==> src/include/pirq_map.vh <==
`ifndef PIRQ_MAP_VH
`define PIRQ_MAP_VH

// Register indices; the byte address is four times the index
`define PIRQ_IDX_Z 10'h08C
`define PIRQ_IDX_A 10'h08D
`define PIRQ_IDX_B 10'h08E
`define PIRQ_IDX_SEL 10'h0A0

`define PIRQ_ADDR_W 12
`define PIRQ_REG_W 8
`define PIRQ_DATA_W 32
`define PIRQ_PAD_ZERO 24'h000000

// Reset values
`define PIRQ_FLAGS_RST 8'h00
`define PIRQ_SEL_RST 8'h00

// Implemented bits of each flag register
`define PIRQ_Z_IMPL 8'h21
`define PIRQ_A_IMPL 8'hFD
`define PIRQ_B_IMPL 8'hFF

// First request register
`define PIRQ_Z_TMR0 5
`define PIRQ_Z_CHG 4
`define PIRQ_Z_EXT 0

// Second request register
`define PIRQ_A_TMR2 7
`define PIRQ_A_T3G 6
`define PIRQ_A_TMR3 5
`define PIRQ_A_T1G 4
`define PIRQ_A_TMR1 3
`define PIRQ_A_ACT 2
`define PIRQ_A_NVM 0

// Third request register
`define PIRQ_B_LC2 7
`define PIRQ_B_LC1 6
`define PIRQ_B_CWG 5
`define PIRQ_B_NCO 4
`define PIRQ_B_CC2 3
`define PIRQ_B_CC1 2
`define PIRQ_B_TMR6 1
`define PIRQ_B_TMR4 0

// External pin select register fields
`define PIRQ_SEL_POL 7

// Capture/compare unit modes
`define PIRQ_CC_CAPTURE 2'h0
`define PIRQ_CC_COMPARE 2'h1
`define PIRQ_CC_PWM 2'h2

`endif

==> src/rtl/pirq_flag_bank.v <==
// Function
// - Timer zero overflow sets bit 5, sticky
// - Bit 4 reads OR of port change flags
// - External pin event sets bit 0
// - External pin chosen by select register
// - Flags set regardless of any enable
// - Timer two event sets bit 7, sticky
// - Timer three/one gate inactive sets 6/4
// - Timer one gate flag latches on inactive
// - Timer three/one events latch bits 5/3
// - Timer one flag zero until event or a write of bit 3
// - Clock tuning event latches bit 2
// - Memory operation done sets bit 0
// - Logic cells two/one latch bits 7/6
// - Waveform and oscillator events latch 5/4
// - Capture mode: capture sets bit 3
// - Compare mode: match sets unit two flag
// - PWM mode: trailing edge sets flag
// - Unit one, timer six, four: 2/1/0
`timescale 1ns/1ps
`default_nettype none
`include "pirq_map.vh"

module pirq_flag_bank #(
    parameter NUM_CHG = 8,
    parameter EXT_SEL_W = 3
) (
    input wire pclk,
    input wire presetn,
    input wire psel,
    input wire penable,
    input wire pwrite,
    input wire [`PIRQ_ADDR_W-1:0] paddr,
    input wire [`PIRQ_DATA_W-1:0] pwdata,
    output reg [`PIRQ_DATA_W-1:0] prdata,
    output wire pready,
    output wire pslverr,
    input wire timer_zero_ovf,
    input wire [NUM_CHG-1:0] per_port_change_flags,
    input wire [(1<<EXT_SEL_W)-1:0] ext_pins,
    input wire timer_two_evt,
    input wire timer_three_gate_active,
    input wire timer_three_evt,
    input wire timer_one_gate_active,
    input wire timer_one_evt,
    input wire clock_tuning_evt,
    input wire nvm_op_done,
    input wire logic_cell_two_evt,
    input wire logic_cell_one_evt,
    input wire waveform_gen_evt,
    input wire num_osc_evt,
    input wire [1:0] cap_cmp_two_mode,
    input wire cap_cmp_two_capture,
    input wire cap_cmp_two_match,
    input wire cap_cmp_two_out,
    input wire [1:0] cap_cmp_one_mode,
    input wire cap_cmp_one_capture,
    input wire cap_cmp_one_match,
    input wire cap_cmp_one_out,
    input wire timer_six_evt,
    input wire timer_four_evt,
    output wire [7:0] request_flags_z,
    output wire [7:0] request_flags_a,
    output wire [7:0] request_flags_b
);

    localparam NUM_EXT = 1 << EXT_SEL_W;

    // Picks the event that counts for the unit's current mode
    function cc_event;
        input [1:0] mode;
        input capture;
        input match;
        input trail;
        begin
            case (mode)
                `PIRQ_CC_CAPTURE: begin
                    cc_event = capture;
                end
                `PIRQ_CC_COMPARE: begin
                    cc_event = match;
                end
                `PIRQ_CC_PWM: begin
                    cc_event = trail;
                end
                default: begin
                    cc_event = 1'b0;
                end
            endcase
        end
    endfunction

    // ------------------------------------------------------------
    // APB decode
    // ------------------------------------------------------------
    wire [`PIRQ_ADDR_W-3:0] reg_idx;
    wire hit_z;
    wire hit_a;
    wire hit_b;
    wire hit_sel;
    wire hit_any;
    wire acc_wr;

    assign reg_idx = paddr[`PIRQ_ADDR_W-1:2];
    assign hit_z = (reg_idx == `PIRQ_IDX_Z);
    assign hit_a = (reg_idx == `PIRQ_IDX_A);
    assign hit_b = (reg_idx == `PIRQ_IDX_B);
    assign hit_sel = (reg_idx == `PIRQ_IDX_SEL);
    assign hit_any = hit_z | hit_a | hit_b | hit_sel;
    assign acc_wr = psel & penable & pwrite & pready;

    // No wait states; unmapped addresses answer with an error
    assign pready = 1'b1;
    assign pslverr = psel & penable & ~hit_any;

    wire wr_z;
    wire wr_a;
    wire wr_b;
    wire wr_sel;
    wire [7:0] wr_byte;

    assign wr_z = acc_wr & hit_z;
    assign wr_a = acc_wr & hit_a;
    assign wr_b = acc_wr & hit_b;
    assign wr_sel = acc_wr & hit_sel;
    assign wr_byte = pwdata[`PIRQ_REG_W-1:0];

    // ------------------------------------------------------------
    // External pin select register
    // ------------------------------------------------------------
    reg [7:0] sel_q;

    always @(posedge pclk or negedge presetn) begin
        if (!presetn) begin
            sel_q <= `PIRQ_SEL_RST;
        end else if (wr_sel) begin
            sel_q <= wr_byte;
        end
    end

    // ------------------------------------------------------------
    // External pins: two-stage synchroniser, then edge detect
    // ------------------------------------------------------------
    reg [NUM_EXT-1:0] ext_meta_q;
    reg [NUM_EXT-1:0] ext_sync_q;
    reg ext_prev_q;
    reg ext_resel_q;
    reg ext_raw_edge;
    wire ext_level;
    wire ext_edge;

    always @(posedge pclk or negedge presetn) begin
        if (!presetn) begin
            ext_meta_q <= {NUM_EXT{1'b0}};
            ext_sync_q <= {NUM_EXT{1'b0}};
        end else begin
            ext_meta_q <= ext_pins;
            ext_sync_q <= ext_meta_q;
        end
    end

    // Pin picked by the select register
    assign ext_level = ext_sync_q[sel_q[EXT_SEL_W-1:0]];

    // After a new selection the new pin is compared with the old one
    // for one cycle; that step is masked so it raises no false flag,
    // at the cost of missing a real edge in that same cycle
    always @(posedge pclk or negedge presetn) begin
        if (!presetn) begin
            ext_prev_q <= 1'b0;
            ext_resel_q <= 1'b0;
        end else begin
            ext_prev_q <= ext_level;
            ext_resel_q <= wr_sel;
        end
    end

    // Polarity bit high selects the rising edge
    always @* begin
        if (sel_q[`PIRQ_SEL_POL]) begin
            ext_raw_edge = ext_level & ~ext_prev_q;
        end else begin
            ext_raw_edge = ~ext_level & ext_prev_q;
        end
    end

    assign ext_edge = ext_raw_edge & ~ext_resel_q;

    // ------------------------------------------------------------
    // Edge detectors on gate and waveform levels
    // ------------------------------------------------------------
    reg t1g_prev_q;
    reg t3g_prev_q;
    reg cc1_out_prev_q;
    reg cc2_out_prev_q;

    always @(posedge pclk or negedge presetn) begin
        if (!presetn) begin
            t1g_prev_q <= 1'b0;
            t3g_prev_q <= 1'b0;
            cc1_out_prev_q <= 1'b0;
            cc2_out_prev_q <= 1'b0;
        end else begin
            t1g_prev_q <= timer_one_gate_active;
            t3g_prev_q <= timer_three_gate_active;
            cc1_out_prev_q <= cap_cmp_one_out;
            cc2_out_prev_q <= cap_cmp_two_out;
        end
    end

    wire t1g_fall;
    wire t3g_fall;
    wire cc1_trail;
    wire cc2_trail;

    assign t1g_fall = t1g_prev_q & ~timer_one_gate_active;
    assign t3g_fall = t3g_prev_q & ~timer_three_gate_active;
    assign cc1_trail = cc1_out_prev_q & ~cap_cmp_one_out;
    assign cc2_trail = cc2_out_prev_q & ~cap_cmp_two_out;

    // ------------------------------------------------------------
    // Set vectors; no enable takes part in any of them
    // ------------------------------------------------------------
    reg [7:0] set_z;
    reg [7:0] set_a;
    reg [7:0] set_b;

    always @* begin
        set_z = `PIRQ_FLAGS_RST;
        set_z[`PIRQ_Z_TMR0] = timer_zero_ovf;
        set_z[`PIRQ_Z_EXT] = ext_edge;
    end

    always @* begin
        set_a = `PIRQ_FLAGS_RST;
        set_a[`PIRQ_A_TMR2] = timer_two_evt;
        set_a[`PIRQ_A_T3G] = t3g_fall;
        set_a[`PIRQ_A_TMR3] = timer_three_evt;
        set_a[`PIRQ_A_T1G] = t1g_fall;
        set_a[`PIRQ_A_TMR1] = timer_one_evt;
        set_a[`PIRQ_A_ACT] = clock_tuning_evt;
        set_a[`PIRQ_A_NVM] = nvm_op_done;
    end

    always @* begin
        set_b = `PIRQ_FLAGS_RST;
        set_b[`PIRQ_B_LC2] = logic_cell_two_evt;
        set_b[`PIRQ_B_LC1] = logic_cell_one_evt;
        set_b[`PIRQ_B_CWG] = waveform_gen_evt;
        set_b[`PIRQ_B_NCO] = num_osc_evt;
        set_b[`PIRQ_B_CC2] = cc_event(cap_cmp_two_mode,
            cap_cmp_two_capture, cap_cmp_two_match, cc2_trail);
        set_b[`PIRQ_B_CC1] = cc_event(cap_cmp_one_mode,
            cap_cmp_one_capture, cap_cmp_one_match, cc1_trail);
        set_b[`PIRQ_B_TMR6] = timer_six_evt;
        set_b[`PIRQ_B_TMR4] = timer_four_evt;
    end

    // ------------------------------------------------------------
    // Sticky flag registers
    // ------------------------------------------------------------
    wire [7:0] flags_z_store;

    // Summary bit is not stored, so writes to it do nothing
    pirq_flag_reg #(
        .IMPL(`PIRQ_Z_IMPL),
        .RST(`PIRQ_FLAGS_RST)
    ) u_flags_z (
        .pclk(pclk),
        .presetn(presetn),
        .set(set_z),
        .wr_en(wr_z),
        .wr_data(wr_byte),
        .flags(flags_z_store)
    );

    pirq_flag_reg #(
        .IMPL(`PIRQ_A_IMPL),
        .RST(`PIRQ_FLAGS_RST)
    ) u_flags_a (
        .pclk(pclk),
        .presetn(presetn),
        .set(set_a),
        .wr_en(wr_a),
        .wr_data(wr_byte),
        .flags(request_flags_a)
    );

    pirq_flag_reg #(
        .IMPL(`PIRQ_B_IMPL),
        .RST(`PIRQ_FLAGS_RST)
    ) u_flags_b (
        .pclk(pclk),
        .presetn(presetn),
        .set(set_b),
        .wr_en(wr_b),
        .wr_data(wr_byte),
        .flags(request_flags_b)
    );

    wire chg_any;

    assign chg_any = |per_port_change_flags;

    reg [7:0] flags_z_view;

    always @* begin
        flags_z_view = flags_z_store;
        flags_z_view[`PIRQ_Z_CHG] = chg_any;
    end

    assign request_flags_z = flags_z_view;

    // ------------------------------------------------------------
    // Read data, loaded in the setup cycle
    // ------------------------------------------------------------
    reg [7:0] rd_byte;

    always @* begin
        rd_byte = `PIRQ_FLAGS_RST;
        if (hit_z) begin
            rd_byte = flags_z_view;
        end else if (hit_a) begin
            rd_byte = request_flags_a;
        end else if (hit_b) begin
            rd_byte = request_flags_b;
        end else if (hit_sel) begin
            rd_byte = sel_q;
        end
    end

    always @(posedge pclk or negedge presetn) begin
        if (!presetn) begin
            prdata <= {`PIRQ_PAD_ZERO, `PIRQ_FLAGS_RST};
        end else if (psel & ~penable & ~pwrite) begin
            prdata <= {`PIRQ_PAD_ZERO, rd_byte};
        end
    end

endmodule
`default_nettype wire

==> src/rtl/pirq_flag_reg.v <==
`timescale 1ns/1ps
`default_nettype none
`include "pirq_map.vh"

module pirq_flag_reg #(
    parameter [7:0] IMPL = 8'hFF,
    parameter [7:0] RST = 8'h00
) (
    input wire pclk,
    input wire presetn,
    input wire [7:0] set,
    input wire wr_en,
    input wire [7:0] wr_data,
    output wire [7:0] flags
);

    genvar i;
    generate
        for (i = 0; i < `PIRQ_REG_W; i = i + 1) begin : g_bit
            if (IMPL[i]) begin : g_impl
                reg flag_q;
                wire flag_d;
                // Hardware set wins over a software clear
                assign flag_d = set[i] | (wr_en ? wr_data[i] : flag_q);
                always @(posedge pclk or negedge presetn) begin
                    if (!presetn) begin
                        flag_q <= RST[i];
                    end else begin
                        flag_q <= flag_d;
                    end
                end
                assign flags[i] = flag_q;
            end else begin : g_none
                assign flags[i] = 1'b0;
            end
        end
    endgenerate

endmodule
`default_nettype wire
==> config.mk <==
export PLATFORM = sky130hd
export DESIGN_NAME = pirq_flag_bank
export DESIGN_NICKNAME = d
export VERILOG_FILES = /design/src/rtl/pirq_flag_bank.v /design/src/rtl/pirq_flag_reg.v
export VERILOG_INCLUDE_DIRS = /design/src /design/src/include
export SDC_FILE = /design/constraint.sdc
export NUM_CORES = 1
export LEC_CHECK = 0
export CORE_ASPECT_RATIO = 0.5
export CORE_UTILIZATION = 63
export DETAILED_ROUTE_END_ITERATION = 10
export DONT_BUFFER_PORTS = 1
export PLACE_DENSITY = 0.77
export SYNTH_ARGS = -nofsm -noshare
export SYNTH_HDL_FRONTEND = slang
export SYNTH_SLANG_ARGS = --single-unit
==> constraint.sdc <==
create_clock -name pclk -period 2.3 [get_ports pclk]
set_clock_uncertainty 0.1 [all_clocks]
set_input_delay 0.46 -clock pclk [delete_from_list [all_inputs] [get_ports pclk]]
set_output_delay 0.46 -clock pclk [all_outputs]
set_load 0.005 [all_outputs]
## Word level (Yosys, flattened, before mapping)

Index checks and enable logic that the tools add are counted.

| cells by class | value |
|---|---|
| eq/ne operators | 8 |
| reductions and logical operators | 3 |
| bitwise operators | 46 |
| multiplexer cells | 26 |
| $lt $le $gt $ge | 1 |

Operators by type and width:

| kind | count |
|---|---|
| $eq A10 B8 Y1 const B | 4 |
| $mux W8 | 4 |
| $or A1 B1 Y1 | 20 |
| $mux W1 | 19 |
| $and A1 B1 Y1 | 16 |
| $not A1 Y1 | 10 |
| $reduce_or A8 Y1 | 1 |
| $pmux W1 S3 | 2 |
| $eq A2 B1 Y1 const B | 2 |
| $eq A2 B2 Y1 const B | 2 |
| $logic_not A2 Y1 | 2 |
| $lt A3 B4 Y1 const B | 1 |
| $bmux W1 S3 | 1 |

| storage, ports and cells | value |
|---|---|
| output and inout port bits | 58 |
| bits of input ports | 89 |
| word-level logic and storage cells | 111 |
| flip-flop bits (word level) | 55 |

## Depth between registers and ports, before layout

Gate-level depths: netlist of run 1.

| depth | value |
|---|---|
| word-level depth | 7 |
| gate-level depth with buffers | 5 |
| mapped depth without buffers | 4 |

## Cells and area by module

A second synthesis of run 1 with hierarchy kept.

| unflattened totals | value |
|---|---|
| cells, all modules | 257 |
| area total of the unflattened synthesis | 2875.3 µm² |

Modules (own cells, without submodules):

| module | instances | area each (µm²) | seq. area each (µm²) | cells each |
|---|---|---|---|---|
| pirq_flag_bank | 1 | 1964.4 | 950.9 | 178 |
| pirq_flag_reg (u_flags_b) | 1 | 399.1 | 200.2 | 33 |
| pirq_flag_reg (u_flags_a) | 1 | 367.9 | 175.2 | 31 |
| pirq_flag_reg (u_flags_z) | 1 | 143.9 | 50.0 | 15 |

## Worst setup path before layout of run 1

No wires, ideal clock.

| path | value |
|---|---|
| kind | input to register |
| from | input port paddr[3] |
| to | register sel_q[0] |
| arrival | 2.027 ns |
| library setup time | 0.125 ns |
| cell stages on the path | 5 |
| path slack | 0.048 ns |
| buffers on the path | 2 |
| required time | 2.075 ns |
| cells stage by stage | or4_1 -> buf_2 -> or4_4 -> buf_6 -> mux2_4 |

| between the ends | value |
|---|---|
| word-level cells in the longest chain between the ends | 2 |

Ends and longest elaborated chain:

| element | RTL line | source |
|---|---|---|
| from (decl) | pirq_flag_bank.v:33 | `` input wire [`PIRQ_ADDR_W-1:0] paddr, `` |
| $eq A10 B8 Y1 (no source line) | - |  |
| $and A1 B1 Y1 | pirq_flag_bank.v:125 | `assign wr_sel = acc_wr & hit_sel;` |
| to (signal assigned) | pirq_flag_bank.v:135 | `` sel_q <= `PIRQ_SEL_RST; `` |
| to (signal assigned) | pirq_flag_bank.v:137 | `sel_q <= wr_byte;` |
| to (decl) | pirq_flag_bank.v:131 | `reg [7:0] sel_q;` |

No other way between the ends.
A chain may end at the register's enable or synchronous reset.

## Worst setup path in the final report of run 1

| path | value |
|---|---|
| from | input port paddr[6] |
| to | output port pslverr |

| between the ends | value |
|---|---|
| word-level cells in the longest chain between the ends | 6 |
| elaborated cells on any way between the ends | 9 |
| those cells by class | 4 x eq/ne; 5 x bitwise |

Ends and longest elaborated chain:

| element | RTL line | source |
|---|---|---|
| $eq A10 B8 Y1 (no source line) | - |  |
| $or A1 B1 Y1 (2 in series) | pirq_flag_bank.v:109 | `assign hit_any = hit_z \| hit_a \| hit_b \| hit_sel;` |
| $or A1 B1 Y1 * | pirq_flag_bank.v:109 |  |
| $not A1 Y1 * | pirq_flag_bank.v:114 | `assign pslverr = psel & penable & ~hit_any;` |
| $and A1 B1 Y1 * | pirq_flag_bank.v:114 |  |
| to (decl) | pirq_flag_bank.v:37 | `output wire pslverr,` |

Mark *: on every way between the ends. The rest lies on a longest branch, timed or not.

==> impl_metrics.csv, run 1 <==
group,metric,value,unit
route,drc_errors,0,
global_route,grt_pass1_vias,1704,
synth,synth-seq-area-share,49.0,%
clock_network,clock_path_buffers,2,
power_and_ir_drop,p_clk_share,38.2,%
sta,hold_viol,0,
global_route,antenna_found_initial,0,
global_route,track_usage,23.5,%
sta,maxSlewViolCount,0,
placed_design,place.gp.congestion,0.758,
global_route,grt_max_degree,56,
clock_network,cts_buffers,5,
clock_network,cts_tree,"done",
synth,muxShareOfSynthArea,8.42,%
synth,synth_xor_area_share,0,%
synth,synthTopCellsByCount,"dfrtp_1 (55), buf_4 (49), nor2b_1 (14), nand2_1 (12)",
final_layout,drive_gt1_share,16.4,%
global_route,grt_first_pass_wirelength,8190,um
clock_network,cts_max_level,2,
final_layout,n_antenna_cell,0,
placed_design,hpwlAfterDp,3830,um
synth,synthAdderAreaFrac,0,%
final_layout,multi_input_area,1100,um2
critical_path,critPathSlowestCell,"or3b_2",
synth,ys.flop_type,"dfrtp_1",
synth,synth_top_family_by_area,"buffers and inverters",
critical_path,crit_path_max_fanout,7,
route,routedWlPerCell,17.4,um
critical_path,worstSetupPathType,"primary input to output port",
final_layout,fill_cells,297,
critical_path,cpPeakStageDelay,0.54,ns
synth,syn_inst,256,
route,drt_iter0_drc,63,
placed_design,io_buffers,0,
synth,synth-async-reset-ratio,100,%
floorplanning,die_y,49.2,um
global_route,grt_overflow,0,
clock_network,clock-sinks,55,
synth,syn_area_per_cell,11.0,um2
floorplanning,core_area,4080,um2
sta,tightest_slew,0.490,ns
sta,setup_viol,0,
sta,max_freq,0.474,GHz
run_status,outcome,"complete, no violations",
route,first_pass_iters,4,
synth,synth_edf_count,0,
clock_network,path_clk_slew,0.11,ns
synth,syn_area,2810,um2
floorplanning,num_rows,16,
synth,synth_compound_area_share,12.9,%
worst_hold_path,min_path_type,"primary input to register",
power_and_ir_drop,power_frac_comb,5.2,%
sta,fin_tns_setup,0,ns
critical_path,crit_buf_inv,0,
sta,rsz0062_at_grt,"no",
critical_path,cp_data_required_time,1.74,ns
critical_path,crit_path_cell_trace,"or3b_2, or2_2, a21oi_1, nor3_1",
route,via_per_inst,5.64,
final_layout,fin_nets,338,
final_layout,syn2layout_area_growth,0.668,%
clock_network,insertion_delay,0.32,ns
clock_network,cts_root_buf,"clkbuf_8",
power_and_ir_drop,sequentialPowerShare,56.7,%
critical_path,worst_setup_path_start_kind,"primary input",
power_and_ir_drop,internal_power,0.00136,W
synth,yosysMostFrequentCell,"dfrtp_1",
power_and_ir_drop,swShare,22.9,%
sta,period_share,91.6,%
clock_network,cts_resized,0,
floorplanning,floorplan.initialDensity,68.8,%
power_and_ir_drop,leakage,1.21,nW
floorplanning,dieArea,4750,um2
synth,synth_seq_cells,55,
synth,yosysTopAreaCell,"dfrtp_1",
critical_path,crit_family,"simple AND/OR/NAND/NOR gates",
synth,synth_top_cells_by_area,"dfrtp_1 (49%), buf_4 (13%), mux2_4 (4.3%)",
critical_path,crit_path_end_kind,"output port",
synth,ys_warn_count,0,
synth,yosys.area_share.simple,13.3,%
power_and_ir_drop,p_per_area,622,nW/um2
critical_path,cp.arrival,1.55,ns
floorplanning,io_pins,147,
route,via_count,1715,
synth,yosys.area.top_type_share,49.0,%
power_and_ir_drop,worst_ir_drop_vdd,0.585,mV
route,routed_wl,5280,um
synth,synth.distinct_cells,40,
power_and_ir_drop,p_sw,0.000402,W
floorplanning,dieWidth,96.4,um
sta,min_period,2.11,ns
flow_run,drv_cap,0,
final_layout,seqCellArea,1380,um2
final_layout,fin_util,69.2,%
sta,slew_headroom,67.1,%
route,drtAntennaViolNets,0,
-- metrics by stage --
step	cells	power, W	setup WS (ns)	instance area, um2	hold WS, ns
4_1_cts	304	0.00177	0.191	2830	0.0551
5_1_grt	304	0.00181	0.147	2830	0.0373
2_1_floorplan	285	0.00111	0.0481	2920	0.0644
3_5_place_dp	294	0.00108	-0.0554	2670	0.0651
3_3_place_gp	294	0.00108	-0.0338	2670	0.0654
6_report	304	0.00176	0.192	2830	0.0571
-- sequential cells by signal (all words and copies together) (netlist names) --
register                       flops
ext_meta_q                         8
ext_sync_q                         8
prdata                             8
sel_q                              8
u_flags_b.g_bit.g_impl.flag_q      8
u_flags_a.g_bit.g_impl.flag_q      7
u_flags_z.g_bit.g_impl.flag_q      2
cc1_out_prev_q                     1
cc2_out_prev_q                     1
ext_prev_q                         1
ext_resel_q                        1
t1g_prev_q                         1
t3g_prev_q                         1
-- area by class of cell --
type,instances,share of cell area (%)
tap,54,2.39
clock buffer,5,2.43
timing repair buffer,14,4.51
multi-input combinational,162,38.8
sequential,55,48.7
inverter,11,1.46
clock inverter,3,1.77
-- final timing paths --
kind	startpoint	slack (ns)	cells after the start	end
hold reg to reg	ext_meta_q[7]	0.26	0	ext_sync_q[7]
setup / recovery	paddr[6]	0.19	4	pslverr
hold / removal	ext_pins[5]	0.06	0	ext_meta_q[5]
max in group asynchronous	presetn	1.31	2	prdata[1]
min in group asynchronous	presetn	0.54	2	ext_meta_q[4]
setup reg to reg	sel_q[0]	0.52	4	u_flags_z.g_bit[0].g_impl.flag_q
-- power by group through the flow --
stage          clock [W]  combinational, W  sequential [W]
2_1_floorplan          0         0.0000945         0.00101
3_5_place_dp           0         0.0000650         0.00102
3_3_place_gp           0         0.0000635         0.00102
5_1_grt         0.000709          0.000106        0.000999
6_report        0.000671         0.0000914        0.000996
4_1_cts         0.000677         0.0000914        0.000997
-- logic make-up after synthesis --
kind of cell    Yosys count
buf+inv                  68
simple gates             60
flops                    55
compound gates           54
mux                      17
other cells               2
-- per-layer routing --
layer	global-route usage [%]	vias up	share of wire (%)
met5	0	-	0
met4	2.94	0	0.40
met3	7.17	4	9.0
met2	38.8	89	49
met1	31.8	819	42
li1	-	803	-
-- cell usage in the layout, fill, tap and decap left out, drive strengths merged, types with 5 or more instances in the layout --
| master | count |
|---|---|
| a22oi | 6 |
| buf | 13 |
| clkbuf | 5 |
| mux2i | 6 |
| o31ai | 5 |
| a21oi | 10 |
| nand2 | 12 |
| nor2b | 14 |
| nor4 | 9 |
| a211o | 10 |
| mux2 | 9 |
| conb | 31 |
| inv | 13 |
| o21ai | 11 |
| dfrtp | 55 |
-- timing repair --
item | 4_1_cts | 5_1_grt
hold endpoints to repair | 55 | 0
buffers inserted | 0 | 0
setup endpoints to repair | 0 | 0
hold buffers | 2 | 0
(Power assumes the default switching activity.)
==> run 2: changes to the inputs <==
Settings changed: CORE_UTILIZATION 63 to 33, PLACE_DENSITY 0.77 to 0.45, SYNTH_HIERARCHICAL from default to 1.
==> run 2 against run 1 <==
Effect of this change: hold slack improved by 0.033 ns; worst setup slack better by 0.057 ns; largest power group unchanged; synthesized cell count did not move; register-to-register slack got worse by 0.24 ns; highest routed layer unchanged; critical path type is now primary input to register; non-clock buffer count shrank 1; largest cell class unchanged; critical path depth up 3; sequential power barely moved.
==> impl_metrics.csv, run 2 <==
group,metric,value,unit
route,drc_errors,0,
clock_network,cts_max_level,2,
synth,syn_area_per_cell,11.2,um2
synth,ys_warn_count,6,
critical_path,cp.arrival,2.13,ns
clock_network,hold_buffers,2,
worst_hold_path,min_path_type,"primary input to register",
clock_network,cts_resized,0,
global_route,grt_pass1_vias,1745,
floorplanning,dieWidth,134,um
synth,syn_area,2870,um2
critical_path,critPathSlowestCell,"or4b_4",
clock_network,cts_root_buf,"clkbuf_16",
critical_path,cpPeakStageDelay,0.57,ns
floorplanning,dieArea,9090,um2
power_and_ir_drop,p_per_area,649,nW/um2
final_layout,fin_nets,335,
clock_network,post_cts.repair.setup_buffers,0,
global_route,grt_first_pass_wirelength,9920,um
floorplanning,floorplan.initialDensity,35.0,%
clock_network,insertion_delay,0.29,ns
run_status,outcome,"complete, no violations",
final_layout,n_antenna_cell,0,
final_layout,final_common_cell,"dfrtp_1",
placed_design,dpl-instance-area,2820,um2
sta,hold_viol,0,
floorplanning,num_rows,23,
clock_network,clock_path_buffers,2,
route,via_count,1778,
clock_network,cts_buffers,5,
critical_path,reg2reg_depth,5,
sta,period_share,89.2,%
sta,fin_tns_setup,0,ns
sta,min_period,2.05,ns
synth,syn_inst,256,
clock_network,cts_tree,"done",
worst_hold_path,min_from,"ext_pins[1]",
placed_design,place.gp.congestion,0.852,
placed_design,place_ws,-0.0453,ns
placed_design,io_buffers,0,
critical_path,critPathLaunch,"paddr[6]",
route,via_per_inst,4.95,
sta,max_freq,0.488,GHz
clock_network,path_clk_slew,0.07,ns
critical_path,crit_path_end_kind,"register",
power_and_ir_drop,leakage,1.26,nW
sta,setup_viol,0,
final_layout,syn2layout_area_growth,5.80,%
route,routed_wl,6600,um
critical_path,crit_family,"simple AND/OR/NAND/NOR gates",
critical_path,cp_num_cells,7,
critical_path,crit_path_max_fanout,16,
critical_path,crit_buf_inv,1,
placed_design,post-place-cells,349,
clock_network,clock-sinks,55,
critical_path,worst_setup_path_start_kind,"primary input",
route,routedWlPerCell,18.4,um
global_route,antenna_found_initial,0,
global_route,track_usage,15.0,%
final_layout,design_area,3030,um2
route,drtAntennaViolNets,0,
final_layout,fin_cells,359,
power_and_ir_drop,worst_ir_drop_vdd,0.386,mV
floorplanning,io_pins,147,
worst_hold_path,min_path_cells,0,
sta,maxSlewViolCount,0,
critical_path,regToRegStartpoint,"sel_q[0]",
sta,setup_slack,0.249,ns
floorplanning,core_area,8200,um2
flow_run,drv_cap,0,
global_route,grt_max_degree,56,
final_layout,final_cell_mix,"dfrtp_1 (55), conb_1 (31), nor2b_1 (20)",
route,drt_iter0_drc,103,
critical_path,worstSetupPathType,"primary input to register",
sta,rsz0062_at_grt,"no",
power_and_ir_drop,finalPower,0.00197,W
placed_design,hpwlAfterDp,5000,um
floorplanning,die_y,67.9,um
final_layout,drive_gt1_share,21.1,%
critical_path,cp_data_required_time,2.38,ns
global_route,grt_overflow,0,
critical_path,crit_path_cell_trace,"or4b_4, nor2_1, nand2_2, nor4b_4, buf_12, nor2b_1, a211o_2",
route,first_pass_iters,4,
-- run 2: area by class of cell --
cell class / instances / area [um2]
clock buffer: 5 / 125
clock inverter: 3 / 47.5
fill: 825 / 5170
inverter: 2 / 7.51
multi-input combinational: 169 / 1190
sequential: 55 / 1380
tap: 112 / 140
timing repair buffer: 13 / 145
-- run 2: per-layer routing --
metal | part of all wire, % | vias up | global-route usage [%]
met5 | 0 | - | 0
met4 | 0.68 | 0 | 3.84
met1 | 47 | 862 | 20.6
li1 | - | 821 | -
met2 | 43 | 90 | 22.5
met3 | 8.6 | 5 | 5.41
-- run 2: worst paths after layout --
check | to | slack (ns)
hold reg to reg | ext_sync_q[2] | 0.25
max in group asynchronous | prdata[7] | 1.28
setup reg to reg | u_flags_z/g_bit[0].g_impl.flag_q | 0.28
setup / recovery | u_flags_b/g_bit[4].g_impl.flag_q | 0.25
hold / removal | ext_meta_q[1] | 0.09
min in group asynchronous | sel_q[0] | 0.60
-- run 2: through the flow --
stage          util [%]  hold WS (ns)
3_3_place_gp       34.4        0.0657
6_report           37.0        0.0900
5_1_grt            37.0        0.0712
2_1_floorplan         -        0.0644
4_1_cts            37.0        0.0803
3_5_place_dp       34.4        0.0658
-- run 2: worst reg2reg max path: stages, from the launching register on --
cell and delay, ns:
dfrtp_1 0.49, mux4_2 0.53, mux2_2 0.32, nor4b_1 0.27, a21o_1 0.15, a211o_1 0.10
-- run 2: power breakdown --
| part | switching, W | internal [W] | total (W) | leakage, nW |
|---|---|---|---|---|
| logic | 0.0000618 | 0.0000364 | 0.0000982 | 0.545 |
| clock network | 0.000358 | 0.000520 | 0.000878 | 0.0844 |
| registers | 0.00000648 | 0.000987 | 0.000993 | 0.631 |
| total | 0.000427 | 0.00154 | 0.00197 | 1.26 |
==> run 3: changes to the inputs <==
Settings changed: CORE_UTILIZATION 33 to 63, MAX_ROUTING_LAYER from default to met4, PLACE_DENSITY 0.45 to 0.77.
==> run 3 against run 2 <==
Effect of this change: design area down 5.0%; global-route usage is 9.9 points higher; non-clock buffer count shrank 3; hold slack worse by 0.028 ns; via count is 0.84% lower; sequential cell count stayed put; cell count decreased by 17%; clock power down 32%; core utilization grew 33 points; largest cell class unchanged; highest routed layer unchanged.
==> impl_metrics.csv, run 3 (synthesis gave the netlist of run 2 again) <==
group,metric,value,unit
final_layout,syn2layout_area_growth,0.480,%
clock_network,cts_root_buf,"clkbuf_8",
power_and_ir_drop,p_clk_share,35.2,%
floorplanning,floorplan.initialDensity,69.5,%
power_and_ir_drop,internal_power,0.00128,W
route,first_pass_iters,4,
critical_path,crit_path_cell_trace,"mux4_2, mux2_2, nor4b_1, a21o_1, a211o_1",
global_route,grt_pass1_vias,1760,
final_layout,fill_cells,300,
power_and_ir_drop,power_frac_comb,5.8,%
sta,fin_tns_setup,0,ns
placed_design,post-place-cells,288,
clock_network,clock_path_buffers,2,
worst_hold_path,min_path_type,"primary input to register",
route,drt_iter0_drc,84,
clock_network,insertion_delay,0.32,ns
sta,setup_viol,0,
run_status,outcome,"complete, no violations",
floorplanning,dieWidth,97.4,um
critical_path,crit_path_end_kind,"register",
route,via_per_inst,5.92,
final_layout,fin_cells,298,
power_and_ir_drop,sequentialPowerShare,59.0,%
global_route,antenna_found_initial,0,
critical_path,worstSetupPathType,"register to register",
critical_path,crit_family,"multiplexers",
clock_network,post_cts.repair.setup_buffers,0,
sta,min_period,2.01,ns
placed_design,hpwlAfterDp,4280,um
final_layout,seqCellArea,1380,um2
power_and_ir_drop,worst_ir_drop_vdd,0.518,mV
placed_design,place_ws,-0.0163,ns
final_layout,n_antenna_cell,0,
floorplanning,die_y,49.7,um
route,drtAntennaViolNets,0,
sta,max_freq,0.497,GHz
critical_path,crit_buf_inv,0,
clock_network,path_clk_slew,0.10,ns
route,routedWlPerCell,19.0,um
sta,hold_viol,0,
clock_network,cts_max_level,2,
power_and_ir_drop,p_sw,0.000406,W
critical_path,cp_data_required_time,2.46,ns
floorplanning,core_area,4120,um2
global_route,grt_max_degree,56,
placed_design,io_buffers,0,
final_layout,drive_gt1_share,20.1,%
flow_run,drv_cap,0,
clock_network,clock-sinks,55,
route,via_count,1763,
final_layout,final_cell_mix,"dfrtp_1 (55), conb_1 (31), nor2b_1 (20)",
global_route,grt_first_pass_wirelength,8760,um
floorplanning,io_pins,147,
placed_design,place.gp.congestion,0.865,
clock_network,cts_buffers,5,
sta,hold_slack,0.0623,ns
global_route,grt_overflow,0,
critical_path,worst_setup_path_start_kind,"register",
final_layout,fin_nets,332,
clock_network,cts_tree,"done",
power_and_ir_drop,leakage,1.22,nW
final_layout,final_common_cell,"dfrtp_1",
critical_path,cpPeakStageDelay,0.52,ns
power_and_ir_drop,swShare,24.1,%
critical_path,cp.arrival,2.17,ns
clock_network,cts_resized,0,
floorplanning,dieArea,4840,um2
power_and_ir_drop,p_per_area,584,nW/um2
floorplanning,num_rows,16,
final_layout,multi_input_area,1190,um2
sta,period_share,87.5,%
critical_path,crit_path_max_fanout,4,
sta,maxSlewViolCount,0,
sta,rsz0062_at_grt,"no",
route,drc_errors,0,
route,routed_wl,5660,um
critical_path,critPathSlowestCell,"mux4_2",
global_route,track_usage,24.9,%
sta,setup_slack,0.287,ns
## run 3: path summary, 6_finish.rpt
path / start / endpoint / slack, ns / depth (start not counted)
min in group asynchronous: presetn / u_flags_b/g_bit[7].g_impl.flag_q / 0.59 / 2
max in group asynchronous: presetn / prdata[6] / 1.28 / 2
min reg2reg: ext_meta_q[2] / ext_sync_q[2] / 0.26 / 0
max reg2reg: sel_q[0] / u_flags_z/g_bit[0].g_impl.flag_q / 0.29 / 5
max: sel_q[0] / u_flags_z/g_bit[0].g_impl.flag_q / 0.29 / 5
min: ext_pins[3] / ext_meta_q[3] / 0.06 / 0
## run 3: power by group through the flow
stage / Combinational (W) / Clock [W] / Sequential (W)
after floorplan: 0.000104 / 0 / 0.00101
after global placement: 0.0000677 / 0 / 0.00101
after detailed placement: 0.0000693 / 0 / 0.00101
after CTS: 0.0000955 / 0.000598 / 0.000994
after global routing: 0.000110 / 0.000634 / 0.000996
final: 0.0000969 / 0.000593 / 0.000994
## run 3: cell type report
cell class / count / area share (%)
clock inverters: 2 / 0.695
flip-flops and latches: 55 / 47.8
inverters: 2 / 0.261
multi-input cells: 169 / 41.4
repair buffers: 10 / 4.69
well taps: 54 / 2.34
clock buffers: 6 / 2.87
## run 3: repair_timing
| item | CTS | global route |
|---|---|---|
| endpoints found under the hold margin | 55 | 0 |
| hold buffers | 2 | 0 |
| setup endpoints to repair | 0 | 0 |
## run 3: per-layer routing
metal / part of all wire, % / global-route usage, % / wire, um / vias to the layer above
met5: 0 / - / 0 / -
met2: 47 / 40.8 / 2670 / 90
met3: 8.3 / 7.80 / 471 / 5
met1: 44 / 31.1 / 2480 / 860
li1: - / - / - / 808
met4: 0.71 / 5.15 / 40 / 0
## run 3: worst register-to-register path: cells and delay by family (launching register included)
kind            cells  cell delay (ns)
compound gates      2             0.25
simple gates        1             0.29
flops               1             0.48
mux                 2             0.83
## run 3: metrics by stage
| step | total power (W) | area, um2 | utilization (%) |
|---|---|---|---|
| 3_3_place_gp | 0.00108 | 2740 | 66.5 |
| 3_5_place_dp | 0.00108 | 2740 | 66.5 |
| 6_report | 0.00168 | 2880 | 69.9 |
| 5_1_grt | 0.00174 | 2880 | 69.9 |
| 2_1_floorplan | 0.00111 | 2990 | - |
| 4_1_cts | 0.00169 | 2880 | 69.9 |
